[src/hw/burst_slave_pkg.sv]
// package for the expansion bus burst-capable slave card logic
// assumes a single 50 MHz logic clock; bus strobes arrive pre-synchronised
package burst_slave_pkg;
  localparam int unsigned CLOCK_HZ = 50_000_000;
  localparam int unsigned ADDR_WIDTH = 32;
  localparam int unsigned DATA_WIDTH = 32;
  localparam int unsigned FIFO_DEPTH = 8;
  localparam int unsigned UPPER_LSB = 8;
  localparam int unsigned LOW_ADDR_MSB = 7;
  localparam int unsigned LOW_ADDR_LSB = 2;
  localparam int unsigned BURST_LIMIT = 16;
  localparam logic [31:0] CARD_BASE_RESET = 32'h4000_0000;
  localparam logic [31:0] CARD_MASK_RESET = 32'hff00_0000;
  typedef enum logic [1:0] {
    ST_IDLE = 2'b00,
    ST_SELECT = 2'b01,
    ST_ACK = 2'b11,
    ST_SHORT_GAP = 2'b10
  } slave_state_t;
endpackage

[src/hw/burst_slave.sv]
// expansion bus slave card: full cycles, burst short transfers, cache inhibit
// assumes bus strobes are already synchronous to clock_i; write data drains via fifo
//
// Summary of operation
// - locking leaves cycle timing alone; shared-memory cards just watch lock
// - non-cachable slave asserts cache inhibit together with slave select
// - slave latches address, asserts select, and burst ack if burst capable; code also requires burst request asserted at strobe fall
// - burst request or ack negated at cycle start means plain full cycle
// - first data phase: byte strobes and enable, slave answers transfer ack
// - after first transfer master drops strobes and request; slave keeps select
// - slave puts read data out before transfer ack ends a short transfer
// - slave negates burst ack one short transfer early; master does one more
// - never assert burst request or ack without full burst support
// - burst support is optional but recommended, especially for memory
// - slave captures A31-A8 on full strobe falling edge
// - on full strobe negation slave releases select and data lines
`timescale 1ns/100ps
`default_nettype none
module burst_slave #(
  parameter logic [31:0] CARD_BASE = burst_slave_pkg::CARD_BASE_RESET,
  parameter logic [31:0] CARD_MASK = burst_slave_pkg::CARD_MASK_RESET,
  parameter bit NO_CACHE = 1'b1,
  parameter bit BURST_CAPABLE = 1'b1,
  parameter int unsigned BURST_LIMIT = burst_slave_pkg::BURST_LIMIT,
  parameter int unsigned DEPTH = burst_slave_pkg::FIFO_DEPTH
) (
  input wire logic clock_i,
  input wire logic srst_i,
  input wire logic full_cycle_strobe_n_i,
  input wire logic burst_request_n_i,
  input wire logic data_output_enable_i,
  input wire logic [3:0] byte_strobe_n_i,
  input wire logic read_i,
  input wire logic lock_n_i,
  input wire logic [31:0] ad_i,
  output logic [31:0] ad_o,
  output logic ad_oe_n_o,
  output logic slave_select_n_o,
  output logic burst_ack_n_o,
  output logic transfer_ack_n_o,
  output logic cache_inhibit_n_o,
  output logic locked_o,
  input wire logic [31:0] rd_data_i,
  output logic [37:0] wr_data_o,
  output logic wr_valid_o,
  input wire logic wr_ready_i,
  output logic [31:0] access_addr_o
);
  localparam int unsigned CW = $clog2(BURST_LIMIT + 1);
  burst_slave_pkg::slave_state_t state_reg, state_next;
  logic [23:0] page_reg, page_next;
  logic [31:0] ad_reg, ad_next, addr_reg, addr_next;
  logic oe_n_reg, oe_n_next, sel_n_reg, sel_n_next, back_n_reg, back_n_next;
  logic tack_n_reg, tack_n_next, cache_inhibit_n_n_reg, cache_inhibit_n_n_next, lock_reg, lock_next;
  logic burst_reg, burst_next, fcs_d_reg;
  logic [CW-1:0] count_reg, count_next;
  logic hit, strobes_on, fifo_in_ready, push;
  assign hit = ((ad_i & CARD_MASK) == (CARD_BASE & CARD_MASK));
  assign strobes_on = data_output_enable_i && (byte_strobe_n_i != 4'hf);
  // write data waits in the fifo; a full fifo holds off the ack
  assign push = (state_reg == burst_slave_pkg::ST_SELECT) && strobes_on && !read_i
    && fifo_in_ready;
  always_comb begin
    state_next = state_reg;
    page_next = page_reg;
    ad_next = ad_reg;
    addr_next = addr_reg;
    oe_n_next = oe_n_reg;
    sel_n_next = sel_n_reg;
    back_n_next = back_n_reg;
    tack_n_next = tack_n_reg;
    cache_inhibit_n_n_next = cache_inhibit_n_n_reg;
    burst_next = burst_reg;
    count_next = count_reg;
    lock_next = !lock_n_i;
    unique case (state_reg)
      burst_slave_pkg::ST_IDLE: begin
        if (fcs_d_reg && !full_cycle_strobe_n_i && hit) begin
          page_next = ad_i[31:burst_slave_pkg::UPPER_LSB];
          sel_n_next = 1'b0;
          cache_inhibit_n_n_next = !NO_CACHE;
          back_n_next = !BURST_CAPABLE || burst_request_n_i;
          burst_next = BURST_CAPABLE && !burst_request_n_i;
          count_next = '0;
          state_next = burst_slave_pkg::ST_SELECT;
        end
      end
      burst_slave_pkg::ST_SELECT: begin
        // write data shares the low lines once strobed, so keep the address taken before
        if (!strobes_on || read_i) begin
          addr_next = {page_reg, ad_i[7:2], 2'b00};
        end
        if (strobes_on && (read_i || fifo_in_ready)) begin
          if (read_i) begin
            ad_next = rd_data_i;
            oe_n_next = 1'b0;
          end
          state_next = burst_slave_pkg::ST_ACK;
        end
      end
      burst_slave_pkg::ST_ACK: begin
        tack_n_next = 1'b0;
        count_next = count_reg + 1'b1;
        // warn one transfer ahead so the master ends after the next one
        if (count_reg + 2 >= CW'(BURST_LIMIT)) begin
          back_n_next = 1'b1;
        end
        if (burst_reg) begin
          state_next = burst_slave_pkg::ST_SHORT_GAP;
        end
      end
      burst_slave_pkg::ST_SHORT_GAP: begin
        if (!burst_request_n_i && byte_strobe_n_i == 4'hf && !read_i) begin
          tack_n_next = 1'b1;
        end
        if (burst_request_n_i && byte_strobe_n_i == 4'hf) begin
          tack_n_next = 1'b1;
          oe_n_next = 1'b1;
        end else if (!burst_request_n_i) begin
          tack_n_next = 1'b1;
          state_next = burst_slave_pkg::ST_SELECT;
        end
      end
      default: state_next = burst_slave_pkg::ST_IDLE;
    endcase
    if (state_reg != burst_slave_pkg::ST_IDLE && full_cycle_strobe_n_i) begin
      sel_n_next = 1'b1;
      oe_n_next = 1'b1;
      tack_n_next = 1'b1;
      back_n_next = 1'b1;
      cache_inhibit_n_n_next = 1'b1;
      state_next = burst_slave_pkg::ST_IDLE;
    end
  end
  always_ff @(posedge clock_i) begin
    if (srst_i) begin
      state_reg <= burst_slave_pkg::ST_IDLE;
      page_reg <= '0;
      ad_reg <= '0;
      addr_reg <= '0;
      oe_n_reg <= 1'b1;
      sel_n_reg <= 1'b1;
      back_n_reg <= 1'b1;
      tack_n_reg <= 1'b1;
      cache_inhibit_n_n_reg <= 1'b1;
      lock_reg <= 1'b0;
      burst_reg <= 1'b0;
      count_reg <= '0;
      fcs_d_reg <= 1'b1;
    end else begin
      state_reg <= state_next;
      page_reg <= page_next;
      ad_reg <= ad_next;
      addr_reg <= addr_next;
      oe_n_reg <= oe_n_next;
      sel_n_reg <= sel_n_next;
      back_n_reg <= back_n_next;
      tack_n_reg <= tack_n_next;
      cache_inhibit_n_n_reg <= cache_inhibit_n_n_next;
      lock_reg <= lock_next;
      burst_reg <= burst_next;
      count_reg <= count_next;
      fcs_d_reg <= full_cycle_strobe_n_i;
    end
  end
  burst_fifo #(.WIDTH(38), .DEPTH(DEPTH)) u_fifo (
    .clock_i(clock_i),
    .srst_i(srst_i),
    .in_data_i({addr_reg[7:2], ad_i}),
    .in_valid_i(push),
    .in_ready_o(fifo_in_ready),
    .out_data_o(wr_data_o),
    .out_valid_o(wr_valid_o),
    .out_ready_i(wr_ready_i)
  );
  assign ad_o = ad_reg;
  assign ad_oe_n_o = oe_n_reg;
  assign slave_select_n_o = sel_n_reg;
  assign burst_ack_n_o = back_n_reg;
  assign transfer_ack_n_o = tack_n_reg;
  assign cache_inhibit_n_o = cache_inhibit_n_n_reg;
  assign locked_o = lock_reg;
  assign access_addr_o = addr_reg;
endmodule // burst_slave
`default_nettype wire

[src/hw/burst_fifo.sv]
// synchronous fifo with valid/ready on both sides
// assumes one clock and synchronous active-high reset
`timescale 1ns/100ps
`default_nettype none
module burst_fifo #(
  parameter int unsigned WIDTH = 32,
  parameter int unsigned DEPTH = 8
) (
  input wire logic clock_i,
  input wire logic srst_i,
  input wire logic [WIDTH-1:0] in_data_i,
  input wire logic in_valid_i,
  output logic in_ready_o,
  output logic [WIDTH-1:0] out_data_o,
  output logic out_valid_o,
  input wire logic out_ready_i
);
  localparam int unsigned AW = $clog2(DEPTH);
  logic [WIDTH-1:0] mem_reg [DEPTH];
  logic [AW-1:0] wr_reg, wr_next, rd_reg, rd_next;
  logic [AW:0] count_reg, count_next;
  logic push, pop;
  assign in_ready_o = (count_reg != (AW+1)'(DEPTH));
  assign out_valid_o = (count_reg != '0);
  assign out_data_o = mem_reg[rd_reg];
  assign push = in_valid_i && in_ready_o;
  assign pop = out_valid_o && out_ready_i;
  always_comb begin
    wr_next = wr_reg;
    rd_next = rd_reg;
    count_next = count_reg;
    if (push) begin
      wr_next = (wr_reg == AW'(DEPTH-1)) ? '0 : wr_reg + 1'b1;
    end
    if (pop) begin
      rd_next = (rd_reg == AW'(DEPTH-1)) ? '0 : rd_reg + 1'b1;
    end
    if (push && !pop) begin
      count_next = count_reg + 1'b1;
    end else if (pop && !push) begin
      count_next = count_reg - 1'b1;
    end
  end
  always_ff @(posedge clock_i) begin
    if (srst_i) begin
      wr_reg <= '0;
      rd_reg <= '0;
      count_reg <= '0;
    end else begin
      wr_reg <= wr_next;
      rd_reg <= rd_next;
      count_reg <= count_next;
    end
  end
  // storage needs no reset; only written on a push
  always_ff @(posedge clock_i) begin
    if (push) begin
      mem_reg[wr_reg] <= in_data_i;
    end
  end
endmodule // burst_fifo
`default_nettype wire

[config.mk]
export PLATFORM = sky130hd
export DESIGN_NAME = burst_slave
export DESIGN_NICKNAME = d
export VERILOG_FILES = /design/src/hw/burst_slave_pkg.sv /design/src/hw/burst_slave.sv /design/src/hw/burst_fifo.sv
export SDC_FILE = /design/constraint.sdc
export NUM_CORES = 1
export LEC_CHECK = 0
export ABC_AREA = 1
export ABC_CLOCK_PERIOD_IN_PS = 3300
export BUFFER_PORTS_ARGS = -buffer_cell sky130_fd_sc_hd__buf_2
export CORE_MARGIN = 2
export CORE_UTILIZATION = 52
export CTS_CLUSTER_DIAMETER = 200
export DETAILED_ROUTE_END_ITERATION = 10
export GPL_ROUTABILITY_DRIVEN = 1
export PLACE_DENSITY = 0.76
export SLEW_MARGIN = 10
export SYNTH_ARGS = -nofsm -noshare
export SYNTH_HDL_FRONTEND = slang
export SYNTH_SLANG_ARGS = --single-unit
[constraint.sdc]
create_clock -name clock_i -period 3.3 [get_ports clock_i]
set_input_delay 0.495 -clock clock_i [delete_from_list [all_inputs] [get_ports clock_i]]
set_output_delay 0.495 -clock clock_i [all_outputs]
set_load 0.005 [all_outputs]
# Word-level counts from Yosys, hierarchy flattened
# Memory sizes are Yosys's and may differ from the RTL's. A register that Yosys moved wholly into a read port is not among the register bits.
# Cells that the tools add are included.
[word_totals]
ramBits = 304
latch_bits = 0
romBits = 0
inputBits = 76
output_inout_bits = 109
elab_cells = 108
register_bits = 110
memories = 1
[op_classes]
bitwise_logic = 0
addsub = 6
mul = 0
n_lt_le_gt_ge = 1
reduce_logical = 40
n_shift = 0
n_eq_ne = 18
div_mod_pow = 0
mux = 27
[memory_table]
columns = ["memory", "depth", "width", "rd", "rd_clocked_by_memory_dff", "write_ports", "line_no", "text"]
rows = [
  ["u_fifo.mem_reg", 8, 38, 1, 1, 1, "burst_fifo.sv:19", "logic [WIDTH-1:0] mem_reg [DEPTH];"],
]
[op_table]
columns = ["operator", "n"]
rows = [
  ["1-bit logical AND", 15],
  ["2-bit != test, second input constant", 7],
  ["3-bit 2-to-1 mux", 4],
  ["4-bit != test, second input constant", 3],
  ["1-bit 2-to-1 mux", 10],
  ["2-bit 2-to-1 mux", 5],
  ["5-bit case mux with 2 select lines", 1],
  ["2-bit nonzero test", 5],
  ["8-bit by 7-bit equality test with 1-bit output, second input constant", 1],
  ["4-bit 2-to-1 mux", 2],
  ["2-bit case mux with 4 select lines", 1],
  ["2-bit AND reduction", 4],
  ["1-bit zero test", 7],
  ["3-bit by 1-bit adder with 3-bit output, second input constant", 2],
  ["5-bit by 2-bit adder with 6-bit output, second input constant", 1],
  ["3-bit equality test, second input constant", 2],
  ["6-bit by 5-bit >= comparator with 1-bit output, second input constant", 1],
  ["1-bit case mux with 2 select lines", 3],
  ["3-bit AND reduction", 2],
  ["5-bit by 1-bit adder with 5-bit output, second input constant", 1],
  ["5-bit 2-to-1 mux", 1],
  ["5-bit AND reduction", 1],
  ["4-bit by 1-bit adder with 4-bit output, second input constant", 1],
  ["2-bit equality test, second input constant", 2],
  ["other kinds (9)", 10],
]

# Depth between registers and ports, before layout
# Gate-level depths: netlist (run 1).
[depth]
word_depth = 10
mapped_depth = 13

# Cells and area by module
# Synthesis (run 1) repeated with hierarchy kept, for this count alone.
[unflattened]
cells_unflattened = 1586
hier_area_um2 = 16545.9
[by_module_without_submodules]
columns = ["module", "n_inst", "seq_area_each_um2", "cells_each", "area_each_um2"]
rows = [
  ["burst_fifo", 1, 9389.0, 1104, 12762.2],
  ["burst_slave", 1, 2001.9, 482, 3783.6],
]

# Worst setup path after synthesis (run 1)
# Ideal clock, no wire load.
[synth_path]
path_type = "input to register"
from = "input port byte_strobe_n_i[1]"
to = "memory u_fifo.mem_reg[1][0], enable pin"
path_stages = 7
setup_time_ns = 0.433
required_time_ns = 2.867
t_arrival_ns = 2.712
slack_ns = 0.155
cell_sequence = "nand2_1 nor2_2 nor2_4 nand2_4 nor2_8 nand2_4 nor2_1"
[synth_between]
elab_chain_cells = 8
[synth_lines]
columns = ["item", "line_no", "text"]
rows = [
  ["start: declaration", "burst_slave.sv:32", "input wire logic [3:0] byte_strobe_n_i,"],
  ["4-bit != test", "burst_slave.sv:59", "assign strobes_on = data_output_enable_i && (byte_strobe_n_i != 4'hf);"],
  ["1-bit logical AND", "burst_slave.sv:59", ""],
  ["1-bit logical AND (2 in a row)", "burst_slave.sv:61", "assign push = (state_reg == burst_slave_pkg::ST_SELECT) && strobes_on && !read_i"],
  ["1-bit logical AND", "burst_slave.sv:62", "&& fifo_in_ready;"],
  ["1-bit logical AND", "burst_fifo.sv:26", "assign push = in_valid_i && in_ready_o;"],
  ["via u_fifo.push", "burst_fifo.sv:22", "logic push, pop;"],
  ["1-bit 2-to-1 mux", "burst_fifo.sv:57", "if (push) begin"],
  ["1-bit 2-to-1 mux (implied by the code)", "burst_fifo.sv:58", "mem_reg[wr_reg] <= in_data_i;"],
  ["end: declaration", "burst_fifo.sv:19", ""],
]
# The timed path passes the listed nets, and every way through them passes these cells.

==> results of run 1 <==
## cells by family after synthesis
group	synth area share, %
AND/OR/NAND/NOR	13.5
flip-flops	69.9
AO/OA/AOI/OAI	11.1
buffers and inverters	4.50
adder cells (fa/ha/maj)	0.738
XOR/XNOR	0.161
other	0.0230
## power by group through the flow
stage | clock network (uW) | registers, uW | logic [uW]
2_1_floorplan | 0 | 5870 | 1820
3_3_place_gp | 0 | 5890 | 2720
3_5_place_dp | 0 | 5890 | 2800
4_1_cts | 4670 | 5780 | 2820
5_1_grt | 4880 | 5790 | 3130
6_report | 4610 | 5790 | 2800
## cell usage in the layout (no fill, tap or decap), drive strengths merged
| cell type | count |
|---|---|
| nand3 | 20 |
| inv | 56 |
| o211a | 1 |
| bufinv | 3 |
| nand2 | 156 |
| nor2 | 356 |
| a211oi | 16 |
| nor3 | 7 |
| dfxtp | 113 |
| nand3b | 1 |
| conb | 2 |
| edfxtp | 304 |
| clkinvlp | 1 |
| a31o | 1 |
| a21oi | 54 |
| xnor2 | 1 |
| fa | 1 |
| nand4 | 2 |
| o211ai | 1 |
| xor2 | 2 |
| clkbuf | 57 |
| o21ai | 228 |
| clkinv | 12 |
| a31oi | 38 |
| ha | 8 |
| o311ai | 1 |
| buf | 204 |
## stage by stage
stage                     instances  total power [uW]  hold WS, ns
after detailed placement       1969              8690        0.444
after CTS                      2042             13300       0.0967
after global placement         1969              8610        0.435
after floorplan                1456              7690        0.427
after global routing           2042             13800       0.0920
final                          2042             13200        0.110
## metal layers
metal	track usage [%]	up-vias	share of wire [%]	routed length, um
met3	4.39	61	7.5	2740
li1	-	5350	-	-
met4	5.43	0	2.0	722
met1	29.8	5353	42	15400
met2	37.5	412	48	17700
met5	0	-	0	0
## critical path: cells and delay by family, from the launching register on
family	cells	cell delay (ns)
AO/OA/AOI/OAI	3	0.49
buffers and inverters	3	0.94
flip-flops	1	0.36
AND/OR/NAND/NOR	1	0.08
## worst paths after layout
| check | cells after the start | endpoint | startpoint | slack, ns |
|---|---|---|---|---|
| max | 7 | wr_data_o[31] | register | 0.38 |
| max reg2reg | 12 | u_fifo.count_reg[3] | state_reg[0] | 1.08 |
| min reg2reg | 2 | page_reg[20] | page_reg[20] | 0.45 |
| min | 2 | locked_o | lock_n_i | 0.11 |
## layout make-up
type	count	area [um^2]
flip-flops and latches	417	11400
well taps	396	495
clock inverters	16	153
repair buffers	204	1150
inverters	56	214
multi-input cells	896	4220
fillers	2396	11900
clock buffers	57	1190
==> metrics.csv, run 1 <==
stage;metric;value;unit
power;Comb power frac;21.2;%
synthesis;Gate Count Post-Synth;1455;
synthesis;Avg Cell Area, Syn;11.2;um^2
floorplan;DIE AREA;32800;um^2
final_layout;ratio of cells with drive above 1 in the final layout;18.0;%
worst_setup_path;Crit. End Element;output pin;
synthesis;Seq/Total Area, Yosys;69.9;%
worst_setup_path;critical-path cell list;inv_4 -> buf_4 -> nor2_1 -> o21ai_1 -> a21oi_1 -> a31oi_1 -> buf_2;
timing;Max Fclk;343;MHz
routing;routed wire length per instance;17.9;um
synthesis;area leader, netlist;edfxtp_1;
cts;CTS hold repair buffers;0;
floorplan;# IOs;185;
floorplan;row cnt;64;
place;Post-Place Cell Area;17500;um^2
place;GPL Wtd Cong;0.826;
routing;drt pass-1 iters;5;
status;status;completed;
hold_path;worst hold path type;primary input to register;
grt;initial antenna violation count;0;
final_layout;post-route cell area;18800;um^2
place;dpl ws;0.885;ns
worst_setup_path;CP max FO;46;
power;maximum vdd drop;449;uV
power;P_int;9390;uW
cts;CTS max path bufs;3;
worst_setup_path;crit path kind;register to output pin;
worst_setup_path;Worst EP arrival;2.42;ns
run;Max Cap Violations;0;
cts;Max H-tree Level;2;
synthesis;most numerous cell in the Yosys netlist;nor2_1;
timing;Tcrit/Tclk final;88.4;%
timing;post-route setup slack;0.382;ns
synthesis;Yosys cell types;40;
timing;Worst-Margin Slew;0.834;ns
cts;clock root buffer;clkbuf_16;
routing;wirelength, routed;36.5;mm
synthesis;Netlist Area Pre-Place;16300;um^2
grt;first-pass GRT wire length;58.6;mm
synthesis;Area contributors post-synth;edfxtp_1, dfxtp_1, nor2_1, o21ai_0, nand2_1;
power;leakage power;0.00707;uW
timing;Slew Limit Fails;0;
floorplan;Core Box Area;30700;um^2
final_layout;Nets;1701;
timing;Worst Skew;0.0173;ns
floorplan;height of the die;181;um
worst_setup_path;slowest stage cell, crit path;buf_4;
routing;antenna violation net count after detailed routing;0;
synthesis;Seq cells post-synth;417;
worst_setup_path;slowest stage delay, CP;0.42;ns
floorplan;Die Wd;181;um
cts;cts bufs inserted;41;
routing;DRC errors left;0;
timing;final setup violation count;0;
synthesis;list of most frequent post-synthesis cells;nor2_1, edfxtp_1, o21ai_0;
cts;total clock sinks;417;
final_layout;max reg flops;304;
power;proportion of power drawn by the clock network;34.9;%
place;placed wire-length estimate;21.5;mm
routing;initial DRC count;957;
grt;largest net degree at the start of global routing;153;
timing;slew margin rel.;44.4;%
power;pwr dens;701;nW/um^2
timing;final hold violations;0;
grt;GRT Total Usage;22.2;%
timing;TNS Setup;0;ns
power;Seq pwr share;43.9;%
cts;Worst-Skew Late Latency;0.53;ns
synthesis;Yosys top cell area share;56.0;%
cts;post-CTS sizing;0;
grt;vias in the first global route;11200;
cts;CTS tree;built;
cts;Post-CTS Setup Inserts;0;
synthesis;ys async rst share;0;%
place;port buffer count;182;
grt;global route overflow;0;
power;Net Sw Frac;28.8;%
final_layout;post-layout util;61.2;%
final_layout;diode count;0;
timing;RSZ-0062 raised after global routing;no;
synthesis;synth warn;0;
final_layout;Area Overhead vs Synth;15.5;%
timing;Final Critical Period;2.92;ns
floorplan;Initial Util;53.0;%
routing;DR vias/cell;5.47;
routing;via count;11200;
power;Net Sw Power;3800;uW
worst_setup_path;crit path launch type;register;
cts;clk slew on worst S/H paths;0.06;ns
synthesis;Most used DFF post-synth;edfxtp_1;
worst_setup_path;Worst EP required;2.80;ns
synthesis;Post-synth EDFFs;304;
Power figures use the tool's default switching activity.
==> inputs of run 2 (changes only) <==
--- a/config.mk
+++ b/config.mk
@@ -13,7 +13,7 @@
 export CTS_CLUSTER_DIAMETER = 200
 export DETAILED_ROUTE_END_ITERATION = 10
 export GPL_ROUTABILITY_DRIVEN = 1
-export PLACE_DENSITY = 0.76
+export PLACE_DENSITY = 0.72
 export SLEW_MARGIN = 10
 export SYNTH_ARGS = -nofsm -noshare
 export SYNTH_HDL_FRONTEND = slang
==> run 2 against run 1 <==
Count of clock-buffer cells in the layout up 5. Sequential cell count unchanged. Combinational power is essentially flat. Critical path depth is 1 lower. Power up 3.1%. Wire length rose by 1.4%. Via count is 0.26% higher. Clock skew is 0.0098 ns lower. Setup slack got worse by 0.067 ns. Cell area grew 1.1%. Worst hold slack better by 0.0092 ns. Cell count grew 0.49%.
==> metrics.csv, run 2 (synthesis gave the netlist of run 1 again) <==
stage;metric;value;unit;change
cts;CTS hold repair buffers;0;;unchanged
final_layout;Nets;1710;;+0.53%
floorplan;row cnt;64;;unchanged
final_layout;max reg flops;304;;unchanged
worst_setup_path;Worst EP required;2.80;ns;about the same
floorplan;height of the die;181;um;unchanged
floorplan;DIE AREA;32800;um^2;unchanged
power;maximum vdd drop;592;uV;+32%
cts;Max H-tree Level;2;;unchanged
final_layout;commonest cells after routing, fill and taps aside;nor2_1, edfxtp_1, buf_2, o21ai_0, nand2_1;;
floorplan;Initial Util;53.0;%;unchanged
timing;WHS;0.120;ns;+0.00922 ns
routing;drt pass-1 iters;5;;unchanged
cts;Post-CTS Setup Inserts;0;;unchanged
worst_setup_path;Crit. End Element;output pin;;
grt;GRT Total Usage;22.4;%;+0.20 points
cts;CTS max path bufs;3;;unchanged
worst_setup_path;Largest delay share family, worst path;compound AO/OA/AOI/OAI gates;;
floorplan;Die Wd;181;um;unchanged
floorplan;Core Box Area;30700;um^2;unchanged
place;port buffer count;182;;unchanged
worst_setup_path;R2R depth;7;;-5
worst_setup_path;critical-path cell list;buf_12 -> o21ai_0 -> o21ai_1 -> a21oi_1 -> a31oi_1 -> buf_2;;
worst_setup_path;crit path kind;register to output pin;;
hold_path;hold path cells;2;;unchanged
routing;antenna violation net count after detailed routing;0;;unchanged
timing;TNS Setup;0;ns;unchanged
cts;clock root buffer;clkbuf_16;;
timing;Final Critical Period;2.99;ns;+0.0669 ns
final_layout;diode count;0;;unchanged
routing;via count;11200;;+0.26%
timing;final hold violations;0;;unchanged
grt;vias in the first global route;11000;;-2.3%
routing;initial DRC count;1150;;+20%
grt;largest net degree at the start of global routing;153;;unchanged
timing;Worst Skew;0.00746;ns;-0.00984 ns
timing;final setup violation count;0;;unchanged
final_layout;Finished Layout Cells;2052;;+0.49%
timing;RSZ-0062 raised after global routing;no;;
floorplan;# IOs;185;;unchanged
grt;first-pass GRT wire length;58.9;mm;+0.51%
routing;wirelength, routed;37.1;mm;+1.4%
power;leakage power;0.00719;uW;+1.6%
cts;cts bufs inserted;43;;+4.9%
place;Placed Instances;1976;;+0.36%
power;Seq pwr share;42.6;%;-1.3 points
power;Net Sw Frac;28.3;%;-0.54 points
place;GPL Wtd Cong;0.774;;-6.4%
power;proportion of power drawn by the clock network;36.6;%;+1.7 points
grt;initial antenna violation count;0;;unchanged
run;Max Cap Violations;0;;unchanged
cts;total clock sinks;417;;unchanged
power;Net Sw Power;3840;uW;+1.2%
grt;global route overflow;0;;unchanged
place;placed wire-length estimate;22.1;mm;+2.5%
worst_setup_path;CP Depth;6;;-1
worst_setup_path;crit path launch type;register;;
power;P_int;9750;uW;+3.9%
worst_setup_path;slowest stage cell, crit path;buf_12;;
power;pwr dens;714;nW/um^2;+1.9%
worst_setup_path;CP max FO;152;;+230%
routing;DR vias/cell;5.46;;-0.23%
timing;Tcrit/Tclk final;90.5;%;+2.0 points
final_layout;ratio of cells with drive above 1 in the final layout;18.7;%;+0.68 points
routing;DRC errors left;0;;unchanged
timing;slew margin rel.;46.7;%;+2.3 points
hold_path;worst hold path type;primary input to register;;
routing;routed wire length per instance;18.1;um;+0.92%
final_layout;Area Overhead vs Synth;16.8;%;
worst_setup_path;slowest stage delay, CP;0.40;ns;-0.02 ns
status;status;completed;;
timing;Slew Limit Fails;0;;unchanged
worst_setup_path;Worst EP arrival;2.49;ns;+0.07 ns
cts;Worst-Skew Late Latency;0.53;ns;about the same
worst_setup_path;buffers plus inverters on the worst setup path;2;;-1
cts;clk slew on worst S/H paths;0.06;ns;about the same
final_layout;most common cell after layout, fill and taps aside;nor2_1;;
power;Comb power frac;20.8;%;-0.4 points
timing;Max Fclk;335;MHz;-2.2%
timing;Worst-Margin Slew;0.800;ns;-0.0340 ns
cts;CTS tree;built;;
cts;post-CTS sizing;0;;unchanged
==> run 2: per-layer routing <==
metal | up-vias | part of all wire (%) | global-route usage [%]
met5 | - | 0 | 0
met4 | 0 | 2.1 | 5.46
met3 | 67 | 7.9 | 5.04
met2 | 431 | 47 | 36.6
met1 | 5337 | 43 | 30.8
li1 | 5370 | - | -
==> run 2: power groups by stage <==
stage	clock network (uW)	registers [uW]	logic, uW
2_1_floorplan	0	5870	1820
3_3_place_gp	0	5890	2770
3_5_place_dp	0	5900	2820
4_1_cts	5040	5790	2830
5_1_grt	5230	5800	3150
6_report	4970	5790	2830
==> run 2: final cells by class <==
class / instances / area [um^2]
fillers: 2439 / 11700
repair buffers: 211 / 1230
well taps: 396 / 495
multi-input cells: 896 / 4220
clock buffers: 62 / 1280
flip-flops and latches: 417 / 11400
inverters: 56 / 214
clock inverters: 14 / 191
==> run 2: worst register-to-register path, cell delays in order, from the launching register on <==
cell     delay [ns]
dfxtp_1        0.41
inv_2          0.08
nor2_4         0.17
nand2_2        0.12
nor2_8         0.20
nand2_4        0.13
nor3_4         0.52
buf_4          0.30
==> run 2: worst paths after layout <==
check               startpoint                     to  slack, ns
setup / recovery      register          wr_data_o[20]       0.31
hold / removal        lock_n_i               locked_o       0.12
setup reg to reg  state_reg[0]  u_fifo.mem_reg[7][13]       1.06
hold reg to reg   page_reg[23]           page_reg[23]       0.46
==> run 2: per-stage QoR <==
step / instance area, um^2 / total power [uW] / worst slack (ns) / util (%)
after floorplan: 16300 / 7690 / 0.155 / -
after global placement: 17600 / 8660 / 0.907 / 57.1
after detailed placement: 17600 / 8720 / 0.829 / 57.1
after CTS: 19000 / 13700 / 0.380 / 61.9
after global routing: 19000 / 14200 / 0.248 / 61.9
final: 19000 / 13600 / 0.315 / 61.9
==> inputs of run 3 (changes only) <==
--- a/config.mk
+++ b/config.mk
@@ -14,6 +14,7 @@
 export DETAILED_ROUTE_END_ITERATION = 10
 export GPL_ROUTABILITY_DRIVEN = 1
 export PLACE_DENSITY = 0.72
+export RECOVER_POWER = 50
 export SLEW_MARGIN = 10
 export SYNTH_ARGS = -nofsm -noshare
 export SYNTH_HDL_FRONTEND = slang
==> run 3 against run 2 <==
The run now ends with max-capacitance violations, max-slew violations left. Non-clock buffer count unchanged. Worst hold slack better by 0.0019 ns. Sequential power barely moved. Register-to-register slack worse by 0.65 ns. Sequential share of layout area grew 0.44 points.
==> metrics.csv, run 3 (synthesis gave the netlist of run 1 again) <==
stage;metric;value;unit;change
power;Net Sw Frac;28.2;%;about the same
floorplan;# IOs;185;;unchanged
cts;CTS max path bufs;3;;unchanged
grt;first-pass GRT wire length;58.9;mm;unchanged
cts;CTS tree;built;;
status;status;finished, violations left;;
routing;DR vias/cell;5.49;;+0.54%
routing;wirelength, routed;37.0;mm;about the same
timing;Worst Skew;0.00850;ns;+0.00104 ns
worst_setup_path;crit path kind;register to output pin;;
grt;GRT Total Usage;22.4;%;unchanged
timing;Max Fclk;341;MHz;+1.8%
status;failing checks;max-capacitance violations, max-slew violations;;
floorplan;DIE AREA;32800;um^2;unchanged
cts;Post-CTS Setup Inserts;0;;unchanged
routing;initial DRC count;1152;;+0.17%
worst_setup_path;CP max FO;152;;unchanged
timing;final setup violation count;0;;unchanged
power;proportion of power drawn by the clock network;36.6;%;about the same
final_layout;diode count;0;;unchanged
grt;initial antenna violation count;0;;unchanged
power;maximum vdd drop;588;uV;-0.59%
cts;post-CTS sizing;0;;unchanged
timing;slew margin rel.;-30.9;%;-78 points
hold_path;hold path cells;2;;unchanged
hold_path;worst hold path type;primary input to register;;
timing;TNS Setup;0;ns;unchanged
power;pwr dens;719;nW/um^2;+0.60%
power;P_int;9740;uW;-0.11%
timing;final hold violations;0;;unchanged
worst_setup_path;crit path launch type;register;;
worst_setup_path;R2R depth;7;;unchanged
worst_setup_path;Worst EP arrival;2.44;ns;-0.05 ns
timing;Tcrit/Tclk final;88.8;%;-1.6 points
final_layout;most common cell after layout, fill and taps aside;nor2_1;;
grt;vias in the first global route;11000;;unchanged
cts;cts bufs inserted;43;;unchanged
floorplan;row cnt;64;;unchanged
power;Seq pwr share;42.7;%;about the same
place;GPL Wtd Cong;0.774;;unchanged
routing;drt pass-1 iters;5;;unchanged
floorplan;Core Box Area;30700;um^2;unchanged
cts;clk slew on worst S/H paths;0.06;ns;about the same
timing;RSZ-0062 raised after global routing;no;;
routing;via count;11300;;+0.54%
final_layout;Area Overhead vs Synth;16.0;%;
run;Max Cap Violations;2;;+2
cts;Worst-Skew Late Latency;0.52;ns;about the same
final_layout;FILL cells;2480;;+1.7%
final_layout;commonest cells after routing, fill and taps aside;nor2_1, edfxtp_1, o21ai_0, nand2_1, dfxtp_1;;
routing;routed wire length per instance;18.1;um;about the same
place;port buffer count;182;;unchanged
grt;largest net degree at the start of global routing;153;;unchanged
floorplan;Initial Util;53.0;%;unchanged
final_layout;ratio of cells with drive above 1 in the final layout;13.5;%;-5.1 points
worst_setup_path;Crit. End Element;output pin;;
power;Comb power frac;20.7;%;about the same
worst_setup_path;reg2reg setup slack;0.41;ns;-0.65 ns
power;leakage power;0.00687;uW;-4.4%
cts;total clock sinks;417;;unchanged
power;Net Sw Power;3830;uW;-0.21%
final_layout;max reg flops;304;;unchanged
timing;Final Critical Period;2.93;ns;-0.0538 ns
grt;global route overflow;0;;unchanged
timing;Slew Limit Fails;101;;+101
floorplan;height of the die;181;um;unchanged
timing;Worst-Margin Slew;1.96;ns;+1.16 ns
floorplan;Die Wd;181;um;unchanged
cts;CTS hold repair buffers;0;;unchanged
cts;clock root buffer;clkbuf_16;;
routing;DRC errors left;0;;unchanged
power;total power;13600;uW;-0.14%
final_layout;Nets;1710;;unchanged
place;placed wire-length estimate;22.1;mm;unchanged
routing;antenna violation net count after detailed routing;0;;unchanged
cts;Max H-tree Level;2;;unchanged
worst_setup_path;Worst EP required;2.80;ns;about the same
run 3: layer usage:
metal  vias to the layer above  track usage (%)  share of wire, %
met3                        70             5.04               8.6
met5                         -                0                 0
li1                       5372                -                 -
met1                      5338             30.8                43
met4                         0             5.46               2.2
met2                       485             36.6                47
run 3: power by group through the flow:
stage                     Clock [uW]  Sequential (uW)  Combinational, uW
after floorplan                    0             5870               1820
after global placement             0             5890               2770
after detailed placement           0             5900               2820
after CTS                       5040             5790               2830
after global routing            5230             5800               3130
final                           4970             5790               2810
run 3: final timing paths:
check               startpoint                     to
hold / removal        lock_n_i               locked_o
setup reg to reg  state_reg[0]  u_fifo.mem_reg[7][13]
hold reg to reg   page_reg[23]           page_reg[23]
setup / recovery      register          wr_data_o[20]
run 3: through the flow:
step	hold WS (ns)	util (%)	worst slack [ns]	cells	area, um^2
after floorplan	0.427	-	0.155	1456	16300
after global placement	0.436	57.1	0.907	1976	17600
after detailed placement	0.445	57.1	0.829	1976	17600
after CTS	0.105	61.9	0.380	2052	19000
after global routing	0.109	61.4	0.175	2052	18900
final	0.121	61.4	0.369	2052	18900
run 3: cell type report:
cell class                      instances  area, um^2  area share (%)
Sequential cell                       417       11400            60.3
Inverter                               56         214            1.13
Timing Repair Buffer                  211        1120            5.95
Multi-Input combinational cell        896        4190            22.2
Clock buffer                           62        1280            6.79
Clock inverter                         14         191            1.01
Tap cell                              396         495            2.62
run 3: worst max-delay path: stages (launching register included):
cell,delay (ns)
dfxtp_4,0.37
buf_12,0.42
o21ai_0,0.23
o21ai_1,0.15
a21oi_1,0.05
a31oi_1,0.32
buf_2,0.18
